[src/logic/dual_slope_regs.svh]
// timing counts and field positions for the dual-slope sequencer
`ifndef DUAL_SLOPE_REGS_SVH
`define DUAL_SLOPE_REGS_SVH
`define OSC_PER_COUNT   4
`define CYCLE_COUNTS    4000
`define SI_COUNTS       1000
`define RI_MAX_COUNTS   2000
`define AZ_MIN_COUNTS   1000
`define AZ_MAX_COUNTS   3000
`define CYCLE_RESET     12'd2000
`define BP_DIVIDE       800
`define SEG_WIDTH       7
`endif

[src/logic/dual_slope_pkg.sv]
// types shared by the dual-slope sequencer
`default_nettype none
package dual_slope_pkg;
    typedef enum logic [1:0] {
        PH_AUTO_ZERO,
        PH_SIG_INT,
        PH_REF_INT
    } phase_type;
    typedef logic [3:0] bcd_type;
endpackage
`default_nettype wire

[src/logic/dual_slope_adc_sequencer.sv]
// dual-slope converter sequencer with decade counters and display drive
//
// Summary of operation
// - oscillator divided by four clocks counters
// - whole cycle always 4000 counts
// - auto-zero lasts 1000 to 3000 counts
// - unused reference time extends auto-zero
// - signal integrate fixed 1000 counts
// - reference integrate 0 to 2000 counts
// - minus lit for negative input
// - lcd backplane is oscillator over 800
// - led variant sinks segments, no backplane
// - one thousands output drives both segments
// - full scale reads 1999 counts, a full 2000-count window shows overrange
// - sign decided at signal integrate end
// - magnitude is reference integrate count
// - test input lights all, shows -1888
`timescale 1ns/1ps
`default_nettype none
`include "dual_slope_regs.svh"
module dual_slope_adc_sequencer #(
    parameter int LCD_MODE = 1,          // 1 drives lcd segments, 0 sinks led segments
    parameter int BP_DIV   = `BP_DIVIDE  // oscillator periods per backplane period
) (
    // clock, reset and enable
    input  wire logic  sys_clk_i,
    input  wire logic  nrst_i,
    input  wire logic  ce_i,
    // analog front end
    input  wire logic  comp_i,           // comparator: high while integrator says input negative
    input  wire logic  test_i,           // lamp test, active high
    output var  logic  auto_zero_o,      // auto-zero gates closed
    output var  logic  sig_int_o,        // input connected to integrator
    output var  logic  ref_int_o,        // reference connected to integrator
    output var  logic  ref_neg_o,        // reference polarity select during de-integrate
    // display
    output var  logic [`SEG_WIDTH-1:0] seg_units_o,
    output var  logic [`SEG_WIDTH-1:0] seg_tens_o,
    output var  logic [`SEG_WIDTH-1:0] seg_hund_o,
    output var  logic                  seg_thou_o,
    output var  logic                  seg_minus_o,
    output var  logic                  backplane_o
);
    import dual_slope_pkg::*;

    // parameters the logic cannot serve are refused
    generate
        if ((LCD_MODE != 0 && LCD_MODE != 1) || BP_DIV < 2 || (BP_DIV % 2) != 0 || BP_DIV > 1024) begin : g_bad
            $error("dual_slope_adc_sequencer: bad LCD_MODE or BP_DIV");
        end
    endgenerate

    localparam logic [11:0] CYC_LAST = 12'(`CYCLE_COUNTS - 1);
    localparam logic [11:0] SI_LAST  = 12'(`SI_COUNTS - 1);
    localparam logic [9:0]  BP_HALF  = 10'(BP_DIV / 2 - 1);

    // one decade step, carry out on nine
    function automatic bcd_type bcd_inc(input bcd_type d);
        bcd_inc = (d == 4'h9) ? 4'h0 : 4'(d + 4'h1);
    endfunction

    // seven-segment font, bit order g f e d c b a
    function automatic logic [6:0] seg7(input bcd_type d);
        case (d)
            4'h0:    seg7 = 7'h3f;
            4'h1:    seg7 = 7'h06;
            4'h2:    seg7 = 7'h5b;
            4'h3:    seg7 = 7'h4f;
            4'h4:    seg7 = 7'h66;
            4'h5:    seg7 = 7'h6d;
            4'h6:    seg7 = 7'h7d;
            4'h7:    seg7 = 7'h07;
            4'h8:    seg7 = 7'h7f;
            4'h9:    seg7 = 7'h6f;
            default: seg7 = 7'h00;
        endcase
    endfunction

    logic        comp_meta_reg;          // synchroniser first stages
    logic        test_meta_reg;
    logic        comp_reg;               // synchronised comparator
    logic        test_reg;               // synchronised lamp test
    logic [1:0]  pre_reg;                // oscillator prescaler
    logic        tick;                   // one count
    logic [11:0] cyc_reg;                // position in the measurement cycle
    phase_type   phase_reg;              // current phase
    logic        neg_reg;                // sign caught at end of signal integrate
    bcd_type     d0_reg;                 // running decade counters
    bcd_type     d1_reg;
    bcd_type     d2_reg;
    logic        d3_reg;                 // thousands, only 0 or 1
    bcd_type     disp0_reg;              // latched reading
    bcd_type     disp1_reg;
    bcd_type     disp2_reg;
    logic        disp3_reg;
    logic        disp_neg_reg;
    logic        over_reg;               // latched overrange
    logic [9:0]  bp_cnt_reg;             // backplane divider
    logic        bp_reg;
    logic        crossing;               // integrator back at zero
    logic        ri_full;                // reference window used up

    // two flops before any logic reads the pins
    always_ff @(posedge sys_clk_i or negedge nrst_i) begin
        if (!nrst_i) begin
            comp_meta_reg <= 1'b0;
            test_meta_reg <= 1'b0;
            comp_reg      <= 1'b0;
            test_reg      <= 1'b0;
        end else if (ce_i) begin
            comp_meta_reg <= comp_i;
            test_meta_reg <= test_i;
            comp_reg      <= comp_meta_reg;
            test_reg      <= test_meta_reg;
        end
    end

    always_ff @(posedge sys_clk_i or negedge nrst_i) begin
        if (!nrst_i) begin
            pre_reg <= 2'h0;
        end else if (ce_i) begin
            pre_reg <= 2'(pre_reg + 2'h1);
        end
    end
    assign tick = ce_i && (pre_reg == 2'(`OSC_PER_COUNT - 1));

    // crossing when comparator leaves the caught sign
    assign crossing = (comp_reg != neg_reg);
    assign ri_full  = d3_reg && (d2_reg == 4'h9) && (d1_reg == 4'h9) && (d0_reg == 4'h9);

    // cycle position wraps every 4000 counts
    always_ff @(posedge sys_clk_i or negedge nrst_i) begin
        if (!nrst_i) begin
            cyc_reg <= `CYCLE_RESET;
        end else if (tick) begin
            cyc_reg <= (cyc_reg == CYC_LAST) ? 12'h000 : 12'(cyc_reg + 12'h001);
        end
    end

    // phase sequencing; auto-zero is whatever the cycle has left
    always_ff @(posedge sys_clk_i or negedge nrst_i) begin
        if (!nrst_i) begin
            phase_reg <= PH_AUTO_ZERO;
        end else if (tick) begin
            case (phase_reg)
                PH_AUTO_ZERO: begin
                    if (cyc_reg == CYC_LAST) begin
                        phase_reg <= PH_SIG_INT;
                    end
                end
                PH_SIG_INT: begin
                    if (cyc_reg == SI_LAST) begin
                        phase_reg <= PH_REF_INT;
                    end
                end
                // early end hands time to auto-zero
                PH_REF_INT: begin
                    if (crossing || ri_full) begin
                        phase_reg <= PH_AUTO_ZERO;
                    end
                end
                default: phase_reg <= PH_AUTO_ZERO;
            endcase
        end
    end

    // sign caught as signal integrate ends
    always_ff @(posedge sys_clk_i or negedge nrst_i) begin
        if (!nrst_i) begin
            neg_reg <= 1'b0;
        end else if (tick && phase_reg == PH_SIG_INT && cyc_reg == SI_LAST) begin
            neg_reg <= comp_reg;
        end
    end

    always_ff @(posedge sys_clk_i or negedge nrst_i) begin
        if (!nrst_i) begin
            d0_reg <= 4'h0;
            d1_reg <= 4'h0;
            d2_reg <= 4'h0;
            d3_reg <= 1'b0;
        end else if (tick) begin
            if (phase_reg != PH_REF_INT) begin
                // cleared so each reading starts at zero
                d0_reg <= 4'h0;
                d1_reg <= 4'h0;
                d2_reg <= 4'h0;
                d3_reg <= 1'b0;
            end else if (!crossing && !ri_full) begin
                d0_reg <= bcd_inc(d0_reg);
                if (d0_reg == 4'h9) begin
                    d1_reg <= bcd_inc(d1_reg);
                    if (d1_reg == 4'h9) begin
                        d2_reg <= bcd_inc(d2_reg);
                        if (d2_reg == 4'h9) begin
                            d3_reg <= 1'b1;
                        end
                    end
                end
            end
        end
    end

    // latch count and sign at phase end
    always_ff @(posedge sys_clk_i or negedge nrst_i) begin
        if (!nrst_i) begin
            disp0_reg    <= 4'h0;
            disp1_reg    <= 4'h0;
            disp2_reg    <= 4'h0;
            disp3_reg    <= 1'b0;
            disp_neg_reg <= 1'b0;
            over_reg     <= 1'b0;
        end else if (tick && phase_reg == PH_REF_INT && (crossing || ri_full)) begin
            disp0_reg    <= d0_reg;
            disp1_reg    <= d1_reg;
            disp2_reg    <= d2_reg;
            disp3_reg    <= d3_reg;
            disp_neg_reg <= neg_reg;
            // window ran out with no crossing
            over_reg     <= !crossing;
        end
    end

    // backplane toggles every half of the divide
    always_ff @(posedge sys_clk_i or negedge nrst_i) begin
        if (!nrst_i) begin
            bp_cnt_reg <= 10'h000;
            bp_reg     <= 1'b0;
        end else if (ce_i && LCD_MODE == 1) begin
            if (bp_cnt_reg == BP_HALF) begin
                bp_cnt_reg <= 10'h000;
                bp_reg     <= ~bp_reg;
            end else begin
                bp_cnt_reg <= 10'(bp_cnt_reg + 10'h001);
            end
        end
    end

    // phase gate and reference polarity outputs, registered
    always_ff @(posedge sys_clk_i or negedge nrst_i) begin
        if (!nrst_i) begin
            auto_zero_o <= 1'b1;
            sig_int_o   <= 1'b0;
            ref_int_o   <= 1'b0;
            ref_neg_o   <= 1'b0;
        end else if (ce_i) begin
            auto_zero_o <= (phase_reg == PH_AUTO_ZERO);
            sig_int_o   <= (phase_reg == PH_SIG_INT);
            ref_int_o   <= (phase_reg == PH_REF_INT);
            ref_neg_o   <= neg_reg;
        end
    end

    logic [6:0]  units_next;             // lit segments before the lcd phase
    logic [6:0]  tens_next;
    logic [6:0]  hund_next;
    logic        thou_next;
    logic        minus_next;
    logic        inv_next;               // backplane phase applied to every segment

    // lit pattern picked here so the reset process below assigns constants only
    always_comb begin
        units_next = 7'h00;
        tens_next  = 7'h00;
        hund_next  = 7'h00;
        thou_next  = 1'b0;
        minus_next = 1'b0;
        if (test_reg) begin
            units_next = 7'h7f;
            tens_next  = 7'h7f;
            hund_next  = 7'h7f;
            thou_next  = 1'b1;
            minus_next = 1'b1;
        end else if (over_reg) begin
            thou_next  = 1'b1;
            minus_next = disp_neg_reg;
        end else begin
            // readings up to 1999 counts show as digits
            units_next = seg7(disp0_reg);
            tens_next  = seg7(disp1_reg);
            hund_next  = seg7(disp2_reg);
            thou_next  = disp3_reg;
            minus_next = disp_neg_reg;
        end
        // led variant: high sinks a lit segment, backplane stays low
        inv_next = (LCD_MODE == 1) ? bp_reg : 1'b0;
    end

    // segment drive; lcd segments lit by being out of phase, lamp test also follows the backplane phase
    always_ff @(posedge sys_clk_i or negedge nrst_i) begin
        if (!nrst_i) begin
            seg_units_o <= 7'h00;
            seg_tens_o  <= 7'h00;
            seg_hund_o  <= 7'h00;
            seg_thou_o  <= 1'b0;
            seg_minus_o <= 1'b0;
            backplane_o <= 1'b0;
        end else if (ce_i) begin
            seg_units_o <= units_next ^ {7{inv_next}};
            seg_tens_o  <= tens_next ^ {7{inv_next}};
            seg_hund_o  <= hund_next ^ {7{inv_next}};
            seg_thou_o  <= thou_next ^ inv_next;
            seg_minus_o <= minus_next ^ inv_next;
            backplane_o <= inv_next;
        end
    end
endmodule
`default_nettype wire

[config.mk]
export PLATFORM = sky130hd
export DESIGN_NAME = dual_slope_adc_sequencer
export DESIGN_NICKNAME = d
export VERILOG_FILES = /design/src/logic/dual_slope_pkg.sv /design/src/logic/dual_slope_adc_sequencer.sv
export VERILOG_INCLUDE_DIRS = /design/src /design/src/logic
export SDC_FILE = /design/constraint.sdc
export NUM_CORES = 1
export LEC_CHECK = 0
export BUFFER_PORTS_ARGS = -buffer_cell sky130_fd_sc_hd__buf_4
export CORE_MARGIN = 5
export CORE_UTILIZATION = 30
export CTS_CLUSTER_DIAMETER = 150
export DETAILED_ROUTE_END_ITERATION = 8
export PLACE_DENSITY = 0.43
export SLEW_MARGIN = 10
export SYNTH_ARGS = -nofsm -noshare
export SYNTH_HDL_FRONTEND = slang
export SYNTH_SLANG_ARGS = --single-unit
[constraint.sdc]
create_clock -name sys_clk_i -period 2.6 [get_ports sys_clk_i]
set_input_delay 0.78 -clock sys_clk_i [delete_from_list [all_inputs] [get_ports sys_clk_i]]
set_output_delay 0.78 -clock sys_clk_i [all_outputs]
set_load 0.02 [all_outputs]
Word level (Yosys, flattened, before mapping). Memories as Yosys holds them, arrays and structs flattened. Index checks and enable logic that the tools add are counted.

$lt $le $gt $ge: 0. Div/mod/pow operators: 0. Reduce and logical (&&, ||, !) cells: 23. $add $sub $neg: 6. Bitwise gates (word level): 6. Multiplexer cells: 32. $mul: 0. Equality and inequality tests: 14. Shifts and indexed selects: 0.

Operators by type and width (number): 4-bit two-way mux (12); 7-bit two-way mux (6); 7-bit XOR (3); 12-bit by 1-bit adder with 12-bit output, second input constant (1); 4-bit by 1-bit adder with 4-bit output, second input constant (3); 12-bit by 10-bit == test with 1-bit output, second input constant (1); 12-bit == test, second input constant (1); 4-bit == test, second input constant (3); 12-bit two-way mux (1); 10-bit by 1-bit adder with 10-bit output, second input constant (1); 10-bit by 9-bit == test with 1-bit output, second input constant (1); 10-bit two-way mux (1); 1-bit logical AND (9); 1-bit two-way mux (8); 2-bit inequality test, second input constant (4); 4-bit AND reduction (2); 2-bit nonzero test (4); 2-bit two-way mux (3); 2-bit case mux with 3 select lines (1); 5-bit AND reduction (1); 2-bit == test, second input constant (2); 2-bit AND reduction (2); 3-bit AND reduction (1); 2-bit by 1-bit adder with 2-bit output, second input constant (1); 7 further kinds (9).

Bits of input ports: 5. Bits in writable memories: 0. Bits in read-only memories: 336. Memories kept: 3. Word-level logic and storage cells: 114. Bits in latches: 0. Register bits: 88.

Memories: (no name shown) (depth 16, bits a word 7, read ports 1, clocked after Yosys merged registers in 0, write ports 0, RTL line dual_slope_adc_sequencer.sv:64) `case (d)`; (no name shown) (depth 16, bits a word 7, read ports 1, clocked after Yosys merged registers in 0, write ports 0, RTL line dual_slope_adc_sequencer.sv:64); (no name shown) (depth 16, bits a word 7, read ports 1, clocked after Yosys merged registers in 0, write ports 0, RTL line dual_slope_adc_sequencer.sv:64).

Longest topological paths before layout.
Depth in word-level cells: 8. Gate-level depth with buffers: 7. Mapped depth without buffers: 6.

Worst setup path before layout. No wires, ideal clock.

Path type: reg2reg. Start point: register d0_reg[1]. End point: register disp0_reg[0]. Period minus slack after synthesis: 2.019 ns. Cell stages (with the launch flop): 8. Path slack: 0.581 ns. Data arrival time: 1.894 ns. Library setup time: 0.125 ns. Buffers on the path: 1. Path through: dfrtp_1 -> inv_1 -> ha_1 -> nand4b_2 -> o31a_1 -> nor3_4 -> buf_12 -> mux2_4.

Longest elaborated chain between the ends: 4.

Ends and longest elaborated chain: start: declaration (RTL line dual_slope_adc_sequencer.sv:88) `bcd_type d0_reg;`; start signal: assignment (RTL line dual_slope_adc_sequencer.sv:190) `d0_reg <= bcd_inc(d0_reg);`; 4-bit == test (RTL line dual_slope_adc_sequencer.sv:129) `assign ri_full = d3_reg && (d2_reg == 4'h9) && (d1_reg == 4'h9) && (d0_reg == 4'h9);`; 1-bit logical AND (RTL line dual_slope_adc_sequencer.sv:129); 1-bit logical OR (RTL line dual_slope_adc_sequencer.sv:213) `end else if (tick && phase_reg == PH_REF_INT && (crossing || ri_full)) begin`; 1-bit logical AND (RTL line dual_slope_adc_sequencer.sv:213); end signal: assignment (RTL line dual_slope_adc_sequencer.sv:214) `disp0_reg <= d0_reg;`; end: declaration (RTL line dual_slope_adc_sequencer.sv:92) `bcd_type disp0_reg;`.

Every way passes these cells. A chain may end at the register's enable or synchronous reset.

Worst setup path after layout.
Start point: register d0_reg[1]. End point: register disp1_reg[2].

Longest elaborated chain between the ends: 4.

Ends and longest elaborated chain: 4-bit == test (RTL line dual_slope_adc_sequencer.sv:129); 1-bit logical AND (RTL line dual_slope_adc_sequencer.sv:129); 1-bit logical OR (RTL line dual_slope_adc_sequencer.sv:213); 1-bit logical AND (RTL line dual_slope_adc_sequencer.sv:213); end signal: assignment (RTL line dual_slope_adc_sequencer.sv:215) `disp1_reg <= d1_reg;`; end: declaration (RTL line dual_slope_adc_sequencer.sv:93) `bcd_type disp1_reg;`.

Every way passes these cells.

==> impl_metrics.json <==
{
  "status": "finished clean",
  "start_kind": "flop",
  "drtAntennaViolNets": 0,
  "portBuffers": 32,
  "synth_edf_count": 0,
  "crit_family": "flip-flops",
  "syn_nets": 510,
  "fin_nets": 540,
  "rrSetupSlack_ns": 0.41,
  "avgSynthCellArea_um2": 10.3,
  "finalPower_w": 0.00363,
  "drt_iter0_markers": 236,
  "nFillCells": 1628,
  "cts-htree-levels": 3,
  "ys_seq_area_share_pct": 44.6,
  "synth_top_cell_by_area": "dfrtp_1",
  "rsz0062_at_grt": "no",
  "use_met1_pct": 17.7,
  "drive_gt1_share_pct": 19.8,
  "finalSetupViolCount": 0,
  "dpl.hpwl_mm": 8.20,
  "cts_tree": "done",
  "p_leak_nw": 2.54,
  "clock_sinks": 88,
  "arrival_ns": 2.42,
  "syn_area_um2": 4960,
  "critPathKind": "flop to flop",
  "die-area_um2": 19200,
  "worstPathRequired_ns": 2.83,
  "cp_num_buf_inv": 2,
  "grt_max_degree": 35,
  "grtUsageMet2_pct": 18.3,
  "clockBufferDepth": 2,
  "ioPinCount": 33,
  "cap_violations": 0,
  "ys_seq_elements": 88,
  "cts-hold-fix-buffers": 0,
  "clk_pin_slew_ns": 0.07,
  "netlist_top_cells_area": "dfrtp_1 (41%), ha_1 (6.1%), mux2_2 (4.5%), dfstp_2 (3.7%), nor2_1 (2.8%)",
  "vias_per_cell": 4.88,
  "min_path_type": "input port to asynchronous set/reset pin",
  "yosysWarnings": 0,
  "finalHoldViolCount": 0,
  "peakVddDrop_mv": 0.322,
  "antenna_cells": 0,
  "r2r_cells": 7,
  "syn_to_final_growth_pct": 16.4,
  "grt_pass1_vias": 3603,
  "async_flop_share_pct": 100,
  "fin_crit_sh_pct": 84.2,
  "largest_reg_flops": 12,
  "antenna_found_initial": 0,
  "grt_usage_pct": 12.2,
  "use_met3_pct": 2.10,
  "critPathMaxStageDelay_ns": 0.41,
  "vias": 3594,
  "period_minus_slack_ns": 2.19,
  "slew_violations": 0,
  "tightest_slew_ns": 0.712,
  "syn-instance-count": 481,
  "grt_most_used_layer": "met2",
  "fmaxAchievable_mhz": 457,
  "drtPass1Iterations": 4,
  "row_count": 47,
  "gp_congestion": 0.819,
  "fin_ws_ns": 0.411,
  "die_w_um": 139,
  "numCtsBuffers": 9,
  "r2r-start": "d0_reg[1]",
  "fin_util_pct": 35.2,
  "synth.distinct_cells": 60,
  "synthFlopType": "dfrtp_1",
  "worstPathMaxFanout": 15,
  "die_y_um": 139,
  "initial_utilization_pct": 30.2,
  "wl_mm": 11.3,
  "routedWlPerCell_um": 15.3,
  "cts.repair.resized": 0,
  "fin_skew_ns": 0.0120,
  "crit_chain": "inv_1 -> ha_1 -> nand4b_2 -> o31a_1 -> nor3_4 -> buf_4 -> mux2_2",
  "cpMaxStageDelayCell": "dfrtp_1",
  "post_cts_buffers": 0,
  "holdWs_ns": 0.357,
  "r2r-end": "disp1_reg[2]",
  "power_density_nw_per_um2": 629,
  "endpoint_kind": "flop",
  "yosysTopAreaCellShare_pct": 40.9,
  "slew_headroom_pct": 52.1,
  "worst-path-stages": 7,
  "drc_errors": 0,
  "grt_overflow": 0,
  "clkLatencyLatePin_ns": 0.35,
  "dp_slack_ns": 0.400,
  "core_um2": 16400,
  "root_buffer": "clkbuf_16",
  "fin_tns_setup_ns": 0,
  "grt_pass1_wl_mm": 19.2
}
where the power goes:
group          total, W  switching [W]  internal [W]  leakage (nW)
Clock           0.00135       0.000574      0.000775         0.145
Sequential      0.00167       0.000150       0.00152          1.11
Combinational  0.000606       0.000331      0.000275          1.29
cell usage after synthesis (3+ instances only):
master and instances:
a211o_1 3, a211oi_1 3, a21o_1 5, a21oi_1 16, a221o_1 10, a221oi_1 6, a311oi_1 3, a31oi_1 9
and2_1 3, and3b_1 5, clkbuf_1 21, dfrtp_1 81, dfstp_2 7, ha_1 24, inv_1 17, mux2_2 20
mux2_4 6, mux2i_1 10, nand2_1 31, nand2b_1 12, nand3_1 15, nand3b_1 4, nand4_1 9, nor2_1 37
nor2b_1 11, nor3_1 11, nor3b_1 3, nor4_4 3, o211ai_1 4, o21a_1 3, o21ai_0 21, o31ai_1 11
or4_1 4, xnor2_1 13, xor2_1 5
per-stage QoR:
step           instance area, um2  cells
2_1_floorplan                4960    481
3_3_place_gp                 5470    720
3_5_place_dp                 5470    720
4_1_cts                      5770    736
5_1_grt                      5770    736
6_report                     5770    736
cells by family (layout without fill, tap and decap cells):
kind of cell	after synthesis	count (layout)	share of synthesized area [%]
buffers and inverters	45	80	3.94
AND/OR/NAND/NOR	162	162	18.5
multiplexers	36	36	8.38
adder cells (fa/ha/maj)	24	24	6.05
flip-flops	88	88	44.6
AO/OA/AOI/OAI	108	108	15.4
XOR/XNOR	18	18	3.18
cells in the final DEF, fill, tap and decap left out, types with 4 or more instances in the layout:
cell type / netlist / final
mux2i_1: 10 / 10
nand4_1: 9 / 9
nor3_1: 11 / 11
o31ai_1: 11 / 11
a221oi_1: 6 / 6
nand3_1: 15 / 15
nor2_1: 37 / 37
and3b_1: 5 / 5
or4_1: 4 / 4
inv_1: 17 / 17
a31oi_1: 9 / 9
a21oi_1: 16 / 16
xnor2_1: 13 / 13
ha_1: 24 / 24
clkbuf_16: 0 / 9
nor2b_1: 11 / 11
xor2_1: 5 / 5
nand2b_1: 12 / 12
mux2_4: 6 / 6
o21ai_0: 21 / 21
nand3b_1: 4 / 4
dfrtp_1: 81 / 81
o211ai_1: 4 / 4
dfstp_2: 7 / 7
mux2_2: 20 / 20
a221o_1: 10 / 10
buf_4: 0 / 45
nand2_1: 31 / 31
a21o_1: 5 / 5
how the worst max path moves through the flow:
stage / start / endpoint / slack [ns]
after floorplan: d0_reg[1] / disp0_reg[0] / 0.58
after CTS: d0_reg[1] / disp1_reg[2] / 0.41
after global placement: ce_i / disp1_reg[2] / 0.41
after global routing: d0_reg[1] / disp1_reg[2] / 0.27
after detailed placement: ce_i / disp1_reg[2] / 0.40
final: d0_reg[1] / disp1_reg[2] / 0.41
worst register-to-register path: cells and delay by family (launching register included):
family,cells,cell delay (ns)
flops,1,0.41
buf+inv,2,0.38
compound gates,1,0.38
mux,1,0.37
simple gates,2,0.33
fa+ha+maj,1,0.21
per-layer routing:
metal / vias up / routed length, um
met4: 0 / 186
met1: 1698 / 5770
li1: 1835 / -
met5: - / 0
met3: 13 / 266
met2: 48 / 5050
layout make-up:
class	count	area, um2	area share, %
inverters	18	67.6	1.17
clock inverters	6	67.6	1.17
repair buffers	46	358	6.20
flip-flops and latches	88	2210	38.3
clock buffers	10	239	4.14
multi-input cells	348	2550	44.2
well taps	220	275	4.77
No activity file was read; power rests on OpenSTA's default activity.
